--- src/uep0_pkg.sv ---
// Package for the endpoint-zero request and frame logic.
// Assumes a 50 MHz system clock and 32-bit APB register access.
package uep0_pkg;

   // Register byte offsets on the APB side.
   localparam logic [7:0] UEP0_OFS_CTRL   = 8'h00;
   localparam logic [7:0] UEP0_OFS_FNADR  = 8'h04;
   localparam logic [7:0] UEP0_OFS_FRM_LO = 8'h08;
   localparam logic [7:0] UEP0_OFS_FRM_HI = 8'h0c;
   localparam logic [7:0] UEP0_OFS_IRQ_ST = 8'h10;
   localparam logic [7:0] UEP0_OFS_IRQ_MK = 8'h14;
   localparam logic [7:0] UEP0_OFS_SETUPL = 8'h18;
   localparam logic [7:0] UEP0_OFS_SETUPH = 8'h1c;
   localparam logic [7:0] UEP0_OFS_CPUCTL = 8'h20;

   // Control register bit positions.
   localparam int UEP0_CTRL_NAK   = 0;
   localparam int UEP0_CTRL_MODE  = 1;
   localparam int UEP0_CTRL_REENUMERATE_MODE_BIT = 2;

   // Interrupt status and mask bit positions.
   localparam int UEP0_IRQ_SETUP = 0;
   localparam int UEP0_IRQ_SOF   = 1;
   localparam int UEP0_IRQ_W     = 2;

   // Setup request decoding.
   localparam logic [7:0] UEP0_RT_GET_IF   = 8'h81;
   localparam logic [7:0] UEP0_RQ_GET_IF   = 8'h0a;
   localparam logic [7:0] UEP0_RT_SYNC     = 8'h82;
   localparam logic [7:0] UEP0_RQ_SYNC     = 8'h0c;
   localparam logic [7:0] UEP0_RT_SET_ADR  = 8'h00;
   localparam logic [7:0] UEP0_RQ_SET_ADR  = 8'h05;
   localparam logic [7:0] UEP0_RQ_RAM_LOAD = 8'ha0;
   localparam logic [7:0] UEP0_RT_VND_OUT  = 8'h40;
   localparam logic [7:0] UEP0_RT_VND_IN   = 8'hc0;
   localparam logic [1:0] UEP0_TYPE_STD    = 2'b00;
   localparam logic [1:0] UEP0_TYPE_VENDOR = 2'b10;
   localparam int         UEP0_TYPE_LSB    = 5;
   localparam int         UEP0_DIR_BIT     = 7;

   // Reset values.
   localparam logic [6:0] UEP0_ADDR_DEFAULT = 7'h00;
   localparam logic [7:0] UEP0_CPU_RUN      = 8'h00;
   localparam int         UEP0_CPU_RST_BIT  = 0;
   localparam logic [7:0] UEP0_CPU_CTRL_RST = UEP0_CPU_RUN;

   // Frame timing: one frame plus a small grace before a SOF is missed.
   localparam int UEP0_CLK_NS      = 20;
   localparam int UEP0_FRAME_NS    = 1000000;
   localparam int UEP0_GRACE_NS    = 20000;
   localparam int UEP0_TIMEOUT_CYC =
      (UEP0_FRAME_NS + UEP0_GRACE_NS + UEP0_CLK_NS - 1) / UEP0_CLK_NS;
   localparam int UEP0_FRAME_W     = 11;

   // Setup packet, byte 0 in the low bits.
   typedef struct packed {
      logic [15:0] length;
      logic [15:0] index;
      logic [15:0] value;
      logic [7:0]  request;
      logic [7:0]  req_type;
   } uep0_setup_t;

   // Write and read strobes toward the internal RAM.
   typedef struct packed {
      logic        we;
      logic        re;
      logic [15:0] addr;
      logic [7:0]  wdata;
   } uep0_ram_t;

   typedef enum logic [1:0] {
      UEP0_IDLE   = 2'b00,
      UEP0_DNLOAD = 2'b01,
      UEP0_UPLOAD = 2'b10
   } uep0_state_t;

endpackage
--- src/uep0_core.sv ---
// Endpoint-zero request handling, address assignment, RAM load and
// frame count capture, with an APB register slave and one interrupt.
// Assumes a serial engine that delivers setup packets, data bytes, SOF
// frame numbers and status-stage completion as one-cycle pulses.
// What this block does
// - Get_Interface setup flagged for firmware answering
// - Respond to address zero before assignment
// - Set_Address completion loads function address
// - Bus reset returns default address
// - Function address readable, CPU writes ignored
// - Re-enumeration clears function address
// - Sync_Frame setup flagged for firmware answering
// - Capture 11-bit SOF frame number
// - One shared SOF interrupt each frame
// - Frame timer raises SOF when missing
// - Decode request type bits 6:5
// - Vendor download writes RAM from data stage
// - Vendor upload returns RAM contents
// - Load requests work in any mode
// - Direction bit picks download or upload
// - CPU control bit holds CPU reset
// - Download writes only CPU control register
// - Writing one clears handshake bit, releases status
//
// The implementer's own choices: the APB slave port and the address map.
`timescale 1ns/1ns
`default_nettype none
module uep0_core
   import uep0_pkg::*;
#(
   parameter int          TIMEOUT_CYC  = UEP0_TIMEOUT_CYC,
   parameter logic [15:0] REG_BASE     = 16'hff00,
   parameter logic [15:0] CPU_CTL_ADDR = 16'hff00
) (
   input  wire logic         clk_sys,        // System clock.
   input  wire logic         rst,            // Async reset, high.
   input  wire logic [7:0]   paddr,          // APB address.
   input  wire logic         psel,           // APB select.
   input  wire logic         penable,        // APB enable.
   input  wire logic         pwrite,         // APB write.
   input  wire logic [31:0]  pwdata,         // APB write data.
   output logic [31:0]       prdata,         // APB read data.
   output logic              pready,         // APB ready.
   output logic              pslverr,        // APB error.
   input  wire logic         setup_valid,    // Setup packet pulse.
   input  wire uep0_pkg::uep0_setup_t setup, // Setup packet bytes.
   input  wire logic         status_done,    // Status stage finished.
   input  wire logic         bus_reset,      // USB bus reset.
   input  wire logic [6:0]   tok_addr,       // Token device address.
   output logic              addr_match,     // Token is for us.
   input  wire logic         sof_valid,      // SOF received pulse.
   input  wire logic [10:0]  sof_frame,      // SOF frame number.
   input  wire logic         out_valid,      // Data stage byte in.
   input  wire logic [7:0]   out_data,       // Data stage byte.
   input  wire logic         in_req,         // Host wants a byte.
   output logic [7:0]        in_data,        // Upload byte.
   output logic              in_data_valid,  // Upload byte pulse.
   output logic              status_ack,     // Let status stage go.
   output logic              req_standard,   // Last setup standard.
   output logic              req_vendor,     // Last setup vendor.
   output uep0_pkg::uep0_ram_t ram,          // RAM strobes.
   input  wire logic [7:0]   ram_rdata,      // RAM read data.
   output logic              cpu_reset,      // Holds CPU in reset.
   output logic              irq             // Level interrupt.
);
   import uep0_pkg::*;

   localparam logic [15:0] ONE16 = 16'h0001;
   localparam logic [16:0] TMAX = 17'(TIMEOUT_CYC - 1);

   // Decoded strobes shared by the register processes.
   function automatic logic is_hit(input logic [7:0] ofs);
      is_hit = psel && penable && pwrite && (paddr == ofs);
   endfunction

   logic [6:0]        fn_addr, pend_addr;
   logic              pend_set, nak_bit, mode_bit;
   logic [10:0]       frame;
   logic [16:0]       ftimer;
   logic [UEP0_IRQ_W-1:0] irq_st, irq_mk;
   logic [7:0]        cpu_ctl;
   uep0_setup_t       setup_q;
   uep0_state_t       state;
   logic [15:0]       xaddr, xleft;
   logic              rd_pend, rd_reg, rd_cpu, sof_evt, timeout;
   logic              std_req, vnd_load, set_adr, reenumerate_mode_bit_go, nak_clr;
   logic [31:0]       next_rdata;
   logic              mapped;

   assign pready = 1'b1;

   // Request classification from the type and request bytes.
   assign std_req  = setup[UEP0_TYPE_LSB+1:UEP0_TYPE_LSB]
                     == UEP0_TYPE_STD;
   assign vnd_load = (setup.req_type[UEP0_TYPE_LSB+1:UEP0_TYPE_LSB]
                     == UEP0_TYPE_VENDOR)
                     && (setup.request == UEP0_RQ_RAM_LOAD)
                     && ((setup.req_type == UEP0_RT_VND_OUT)
                     || (setup.req_type == UEP0_RT_VND_IN));
   assign set_adr  = std_req && (setup.req_type == UEP0_RT_SET_ADR)
                     && (setup.request == UEP0_RQ_SET_ADR);
   assign reenumerate_mode_bit_go = is_hit(UEP0_OFS_CTRL) && pwdata[UEP0_CTRL_REENUMERATE_MODE_BIT];
   assign nak_clr  = is_hit(UEP0_OFS_CTRL) && pwdata[UEP0_CTRL_NAK];

   // Token filter on the live address, zero until assigned.
   assign addr_match = (tok_addr == fn_addr);

   // Function address; the only APB path is the re-enumerate clear, so the CPU cannot set it.
   always_ff @(posedge clk_sys or posedge rst) begin
      if (rst) begin
         fn_addr <= UEP0_ADDR_DEFAULT;
      end else if (bus_reset) begin
         fn_addr <= UEP0_ADDR_DEFAULT;
      end else if (reenumerate_mode_bit_go) begin
         fn_addr <= UEP0_ADDR_DEFAULT;
      end else if (status_done && pend_set) begin
         fn_addr <= pend_addr;
      end
   end

   // New address waits for the status stage; the old one answers until.
   always_ff @(posedge clk_sys or posedge rst) begin
      if (rst) begin
         pend_set  <= 1'b0;
         pend_addr <= UEP0_ADDR_DEFAULT;
      end else if (bus_reset || reenumerate_mode_bit_go) begin
         pend_set  <= 1'b0;
      end else if (setup_valid) begin
         pend_set  <= set_adr;
         pend_addr <= setup.value[6:0];
      end else if (status_done) begin
         pend_set  <= 1'b0;
      end
   end

   // Setup bytes kept for firmware to answer standard requests from.
   always_ff @(posedge clk_sys or posedge rst) begin
      if (rst) begin
         setup_q      <= '0;
         req_standard <= 1'b0;
         req_vendor   <= 1'b0;
      end else if (setup_valid) begin
         setup_q      <= setup;
         req_standard <= std_req;
         req_vendor   <= setup.req_type[UEP0_TYPE_LSB+1:UEP0_TYPE_LSB]
                         == UEP0_TYPE_VENDOR;
      end
   end

   // Handshake bit stalls firmware requests; a new setup beats a clear.
   always_ff @(posedge clk_sys or posedge rst) begin
      if (rst) begin
         nak_bit <= 1'b0;
      end else if (bus_reset) begin
         nak_bit <= 1'b0;
      end else if (setup_valid && !vnd_load && !set_adr) begin
         nak_bit <= 1'b1;
      end else if (nak_clr) begin
         nak_bit <= 1'b0;
      end
   end

   // Mode bit is plain storage; the load engine never looks at it.
   always_ff @(posedge clk_sys or posedge rst) begin
      if (rst) begin
         mode_bit <= 1'b0;
      end else if (is_hit(UEP0_OFS_CTRL)) begin
         mode_bit <= pwdata[UEP0_CTRL_MODE];
      end
   end

   // Status release by firmware clear, by a Set_Address setup or by load byte count.
   always_ff @(posedge clk_sys or posedge rst) begin
      if (rst) begin
         status_ack <= 1'b0;
      end else begin
         status_ack <= (nak_clr && nak_bit && !setup_valid)
                    || (setup_valid && set_adr)
                    || (setup_valid && vnd_load
                        && setup.length == '0)
                    || (state == UEP0_DNLOAD && out_valid
                        && xleft == ONE16)
                    || (rd_pend && xleft == '0
                        && state == UEP0_UPLOAD);
      end
   end

   // Load engine; it is armed in either mode setting.
   always_ff @(posedge clk_sys or posedge rst) begin
      if (rst) begin
         state <= UEP0_IDLE;
         xaddr <= '0;
         xleft <= '0;
      end else if (bus_reset) begin
         state <= UEP0_IDLE;
      end else if (setup_valid) begin
         xaddr <= setup.value;
         xleft <= setup.length;
         if (vnd_load && setup.length != '0) begin
            if (setup.req_type[UEP0_DIR_BIT]) begin
               state <= UEP0_UPLOAD;
            end else begin
               state <= UEP0_DNLOAD;
            end
         end else begin
            state <= UEP0_IDLE;
         end
      end else begin
         case (state)
            UEP0_IDLE: begin
               state <= UEP0_IDLE;
            end
            UEP0_DNLOAD: begin
               if (out_valid) begin
                  xaddr <= xaddr + ONE16;
                  xleft <= xleft - ONE16;
                  if (xleft == ONE16) begin
                     state <= UEP0_IDLE;
                  end
               end
            end
            UEP0_UPLOAD: begin
               if (in_req && xleft != '0) begin
                  xaddr <= xaddr + ONE16;
                  xleft <= xleft - ONE16;
               end else if (rd_pend && xleft == '0) begin
                  state <= UEP0_IDLE;
               end
            end
            default: begin
               state <= UEP0_IDLE;
            end
         endcase
      end
   end

   // RAM strobes; addresses in the register window never reach RAM.
   always_ff @(posedge clk_sys or posedge rst) begin
      if (rst) begin
         ram <= '0;
      end else begin
         ram.we    <= state == UEP0_DNLOAD && out_valid
                      && xaddr < REG_BASE;
         ram.re    <= state == UEP0_UPLOAD && in_req
                      && xleft != '0 && xaddr < REG_BASE;
         ram.addr  <= xaddr;
         ram.wdata <= out_data;
      end
   end

   // Upload read pipeline: one cycle for the RAM to answer.
   always_ff @(posedge clk_sys or posedge rst) begin
      if (rst) begin
         rd_pend <= 1'b0;
         rd_reg  <= 1'b0;
         rd_cpu  <= 1'b0;
      end else begin
         rd_pend <= state == UEP0_UPLOAD && in_req && xleft != '0;
         rd_reg  <= xaddr >= REG_BASE;
         rd_cpu  <= xaddr == CPU_CTL_ADDR;
      end
   end

   // Upload byte; the register window reads back only CPU control.
   always_ff @(posedge clk_sys or posedge rst) begin
      if (rst) begin
         in_data       <= '0;
         in_data_valid <= 1'b0;
      end else begin
         in_data_valid <= rd_pend;
         if (rd_pend) begin
            in_data <= rd_reg ? (rd_cpu ? cpu_ctl : 8'h00) : ram_rdata;
         end
      end
   end

   // CPU control; only a download writes it, so the CPU cannot free itself.
   always_ff @(posedge clk_sys or posedge rst) begin
      if (rst) begin
         cpu_ctl <= UEP0_CPU_CTRL_RST;
      end else if (state == UEP0_DNLOAD && out_valid
                   && xaddr == CPU_CTL_ADDR) begin
         cpu_ctl <= out_data;
      end
   end

   assign cpu_reset = cpu_ctl[UEP0_CPU_RST_BIT];

   // Timer restarts on each SOF; its grace margin stops a double event
   // when a real SOF is only slightly late.
   assign timeout = (ftimer == TMAX);
   assign sof_evt = sof_valid || timeout;

   always_ff @(posedge clk_sys or posedge rst) begin
      if (rst) begin
         ftimer <= '0;
      end else if (sof_evt || bus_reset) begin
         ftimer <= '0;
      end else begin
         ftimer <= ftimer + 17'h00001;
      end
   end

   // Frame number capture; a synthetic frame advances mod 2048.
   always_ff @(posedge clk_sys or posedge rst) begin
      if (rst) begin
         frame <= '0;
      end else if (sof_valid) begin
         frame <= sof_frame;
      end else if (timeout) begin
         frame <= frame + 11'h001;
      end
   end

   // Sticky interrupt status, write one to clear, set wins.
   always_ff @(posedge clk_sys or posedge rst) begin
      if (rst) begin
         irq_st <= '0;
      end else begin
         for (int i = 0; i < UEP0_IRQ_W; i++) begin
            if ((i == UEP0_IRQ_SOF && sof_evt)
                || (i == UEP0_IRQ_SETUP && setup_valid
                    && !vnd_load && !set_adr)) begin
               irq_st[i] <= 1'b1;
            end else if (is_hit(UEP0_OFS_IRQ_ST) && pwdata[i]) begin
               irq_st[i] <= 1'b0;
            end
         end
      end
   end

   // Interrupt mask.
   always_ff @(posedge clk_sys or posedge rst) begin
      if (rst) begin
         irq_mk <= '0;
      end else if (is_hit(UEP0_OFS_IRQ_MK)) begin
         irq_mk <= pwdata[UEP0_IRQ_W-1:0];
      end
   end

   assign irq = |(irq_st & irq_mk);

   // Read mux, sampled in the setup phase so data stands in access.
   always_comb begin
      next_rdata = '0;
      mapped     = 1'b1;
      case (paddr)
         UEP0_OFS_CTRL: begin
            next_rdata[UEP0_CTRL_NAK]  = nak_bit;
            next_rdata[UEP0_CTRL_MODE] = mode_bit;
         end
         UEP0_OFS_FNADR:  next_rdata[6:0] = fn_addr;
         UEP0_OFS_FRM_LO: next_rdata[7:0] = frame[7:0];
         UEP0_OFS_FRM_HI: next_rdata[2:0] = frame[10:8];
         UEP0_OFS_IRQ_ST: next_rdata[UEP0_IRQ_W-1:0] = irq_st;
         UEP0_OFS_IRQ_MK: next_rdata[UEP0_IRQ_W-1:0] = irq_mk;
         UEP0_OFS_SETUPL: next_rdata = setup_q[31:0];
         UEP0_OFS_SETUPH: next_rdata = setup_q[63:32];
         UEP0_OFS_CPUCTL: next_rdata[7:0] = cpu_ctl;
         default:         mapped = 1'b0;
      endcase
   end

   // Registered read data and error answer for unmapped addresses.
   always_ff @(posedge clk_sys or posedge rst) begin
      if (rst) begin
         prdata  <= '0;
         pslverr <= 1'b0;
      end else if (psel && !penable) begin
         prdata  <= pwrite ? 32'h0000_0000 : next_rdata;
         pslverr <= !mapped;
      end else if (!psel) begin
         pslverr <= 1'b0;
      end
   end

endmodule // uep0_core
`default_nettype wire

--- config.mk ---
export PLATFORM = sky130hd
export DESIGN_NAME = uep0_core
export DESIGN_NICKNAME = d
export VERILOG_FILES = /design/src/uep0_pkg.sv /design/src/uep0_core.sv
export SDC_FILE = /design/constraint.sdc
export NUM_CORES = 1
export LEC_CHECK = 0
export BUFFER_PORTS_ARGS = -buffer_cell sky130_fd_sc_hd__buf_2
export CAP_MARGIN = 20
export CELL_PAD_IN_SITES_DETAIL_PLACEMENT = 0
export CELL_PAD_IN_SITES_GLOBAL_PLACEMENT = 2
export CORE_UTILIZATION = 35
export DETAILED_ROUTE_END_ITERATION = 7
export GPL_ROUTABILITY_DRIVEN = 0
export PLACE_DENSITY_LB_ADDON = 0.1
export SYNTH_ARGS = -nofsm -noshare
export SYNTH_HDL_FRONTEND = slang
export SYNTH_SLANG_ARGS = --single-unit
--- constraint.sdc ---
create_clock -name clk_sys -period 8.7 [get_ports clk_sys]
set_input_delay 0.87 -clock clk_sys [delete_from_list [all_inputs] [get_ports clk_sys]]
set_output_delay 0.87 -clock clk_sys [all_outputs]
set_load 0.005 [all_outputs]
==> impl_metrics.toml <==
[status]
status = "completed"

[synth]
syn_nets = 1131
synthTopCellsByArea = "dfrtp_1 54%, mux2_2 9.0%, nand2_1 3.3%, nor2_1 2.6%, nand3_1 2.5%"
synthTopCellsByCount = "229 x dfrtp_1, 92 x nand2_1, 84 x mux2_2, 72 x nor2_1, 53 x nand3_1"
yosys_warnings = 0
netlist_area_sq_um = 10500
syn_avg_cell_area_sq_um = 10.8
synthCells = 975
yosys.area.top_type = "dfrtp_1"
ys_ff_latch = 229
ys.flop_type = "dfrtp_1"
ys_async_sr_fraction_pct = 100
synth.most_common_cell = "dfrtp_1"
synth_edf_count = 0
seq_area_frac_synth_pct = 54.4
yosysUniqueCellTypes = 66
yosysTopAreaCellShare_pct = 54.4

[sta]
setup_viol = 0
fmax_ghz = 0.272
fin_skew_ns = 0.0150
slew_headroom_pct = 35.3
rsz0062_at_grt = "false"
hold_violations = 0
fin_crit_ns = 3.68
finalSetupTns_ns = 0
tightestPinTransition_ns = 0.966
slew_viol_final = 0
period_share_pct = 42.3

[floorplanning]
die_w_microns = 175
initial_core_util_pct = 35.5
core-area_sq_um = 29600
die_y_microns = 175
pin_count = 224
dieArea_sq_um = 30800
fp-row-count = 63

[clock_network]
cts_resized = 0
post_cts.repair.setup_buffers = 0
clkLatencyLatePin_ns = 0.53
ctsHoldBuffers = 0
cts_num_sinks = 229
clockBufferDepth = 3
htreeDepth = 1
cts_tree = "yes"
path_clk_slew_ns = 0.06
cts_buffers = 27
root_buffer = "clkbuf_16"

[worst_setup_path]
critPathLaunchType = "input pin"
required_ns = 9.10
reg2reg_setup_slack_ns = 6.07
end_kind = "flop"
cp_max_fo = 56
arrival_ns = 4.08
worstSetupPathType = "in2reg"

[hold_path]
hold_class = "reg2reg"

[grt]
grt_pass1_vias = 8174
antenna_found_initial = 3
grt_pass1_wl_mm = 48.5
overflow = 0
grt_max_degree = 108
grt_use_total_pct = 20.3

[job]
maxCapViolations = 0

[detailed_routing]
drt_pass1_iterations = 5
routedWlPerCell_microns = 19.9
ant_nets = 0
num_vias = 8215
drt-total-wl_mm = 31.1
avgViaCountPerCell = 5.26
drc_errors = 0
drtIter0Drc = 576

[finish]
syn2layout_area_growth_pct = 20.9
largestRegisters = "setup_q x64, prdata x32, ram x26"
fin_util_pct = 43.0
drive_gt1_share_pct = 30.1
final_net_count = 1306
largest_reg_flops = 64
regMostFlops = "setup_q"

[power_and_ir_drop]
leakagePower_nw = 5.64
ir_drop_mv = 0.154
power_per_cell_area_nw_per_um2 = 205

[placed_design]
dpl.hpwl_mm = 21.4
portBuffers = 193
area by class of cell:
cell class                      instances  area, sq um
Antenna cell                            2         5.00
Timing Repair Buffer                  199         1010
Sequential cell                       229         5730
Clock buffer                           40          795
Fill cell                            2964        16900
Clock inverter                          8         97.6
Inverter                               19         78.8
Tap cell                              390          488
Multi-Input combinational cell        674         4520
routing by layer:
metal	GRT usage, %	part of all wire [%]	up-vias
met5	0	0.055	-
met4	4.78	2.0	2
met3	2.97	4.5	41
met2	31.4	45	206
met1	29.7	49	4039
li1	-	-	3927
power breakdown:
part	leakage [nW]	internal, mW	switching (mW)
Sequential	2.82	1.14	0.0694
Clock	0.443	0.688	0.444
Combinational	2.37	0.117	0.152
Total	5.64	1.95	0.666
worst max-delay path, cell delays in order:
cell,delay (ns)
buf_4,0.51
buf_4,0.69
inv_2,0.49
and3_1,0.33
a31oi_4,0.73
and4_1,0.31
nor3_1,0.05
kinds of logic after synthesis:
group | count (synthesis) | share of synthesized area (%)
AO/OA/AOI/OAI | 172 | 11.0
flip-flops | 229 | 54.4
multiplexers | 91 | 9.77
AND/OR/NAND/NOR | 371 | 18.4
buffers and inverters | 72 | 2.86
XOR/XNOR | 32 | 2.66
other | 1 | 0.0356
adder cells (fa/ha/maj) | 7 | 0.832
metrics by stage:
stage               instance area (sq um)  std cells  setup slack (ns)  hold slack (ns)  power [mW]
global placement                    11800       1511              4.47            0.432        1.50
CTS                                 12700       1559              5.03            0.432        2.65
floorplan                           10500        975              1.55            0.352        1.38
finish                              12700       1561              5.02            0.443        2.61
detailed placement                  11800       1511              4.48            0.435        1.50
global route                        12700       1561              4.80            0.435        2.73
placed cells by master (no fill, tap or decap), types with 7 or more instances in the layout:
master / n
dfrtp_1: 229
buf_2: 192
nand2_1: 92
mux2_2: 84
nor2_1: 71
nand3_1: 53
o21ai_0: 49
a22oi_1: 32
clkbuf_16: 27
nor3_1: 24
and3_1: 20
a21oi_1: 20
nand4_1: 19
inv_1: 17
xnor2_1: 17
and4_1: 16
or4_1: 15
nor4_1: 15
xor2_1: 15
a32oi_1: 12
nand2b_1: 11
o32ai_1: 11
a31oi_1: 8
ha_1: 7
clkbuf_8: 7
buf_4: 7
path summary, 6_finish.rpt:
path                                       startpoint               endpoint  depth (start not counted)
worst min-delay path            xaddr[14]$_DFFE_PP0P_      ram[22]$_DFF_PP0_                          0
worst max register to register  xleft[12]$_DFFE_PP0P_  xleft[10]$_DFFE_PP0P_                          5
worst max-delay path                      setup_valid  xaddr[13]$_DFFE_PP0P_                          7
worst min register to register  xaddr[14]$_DFFE_PP0P_      ram[22]$_DFF_PP0_                          0
max in group asynchronous                         rst   frame[5]$_DFFE_PP0P_                          3
min in group asynchronous                         rst   xaddr[5]$_DFFE_PP0P_                          2
Note: power is estimated with default switching activity, not from simulation.
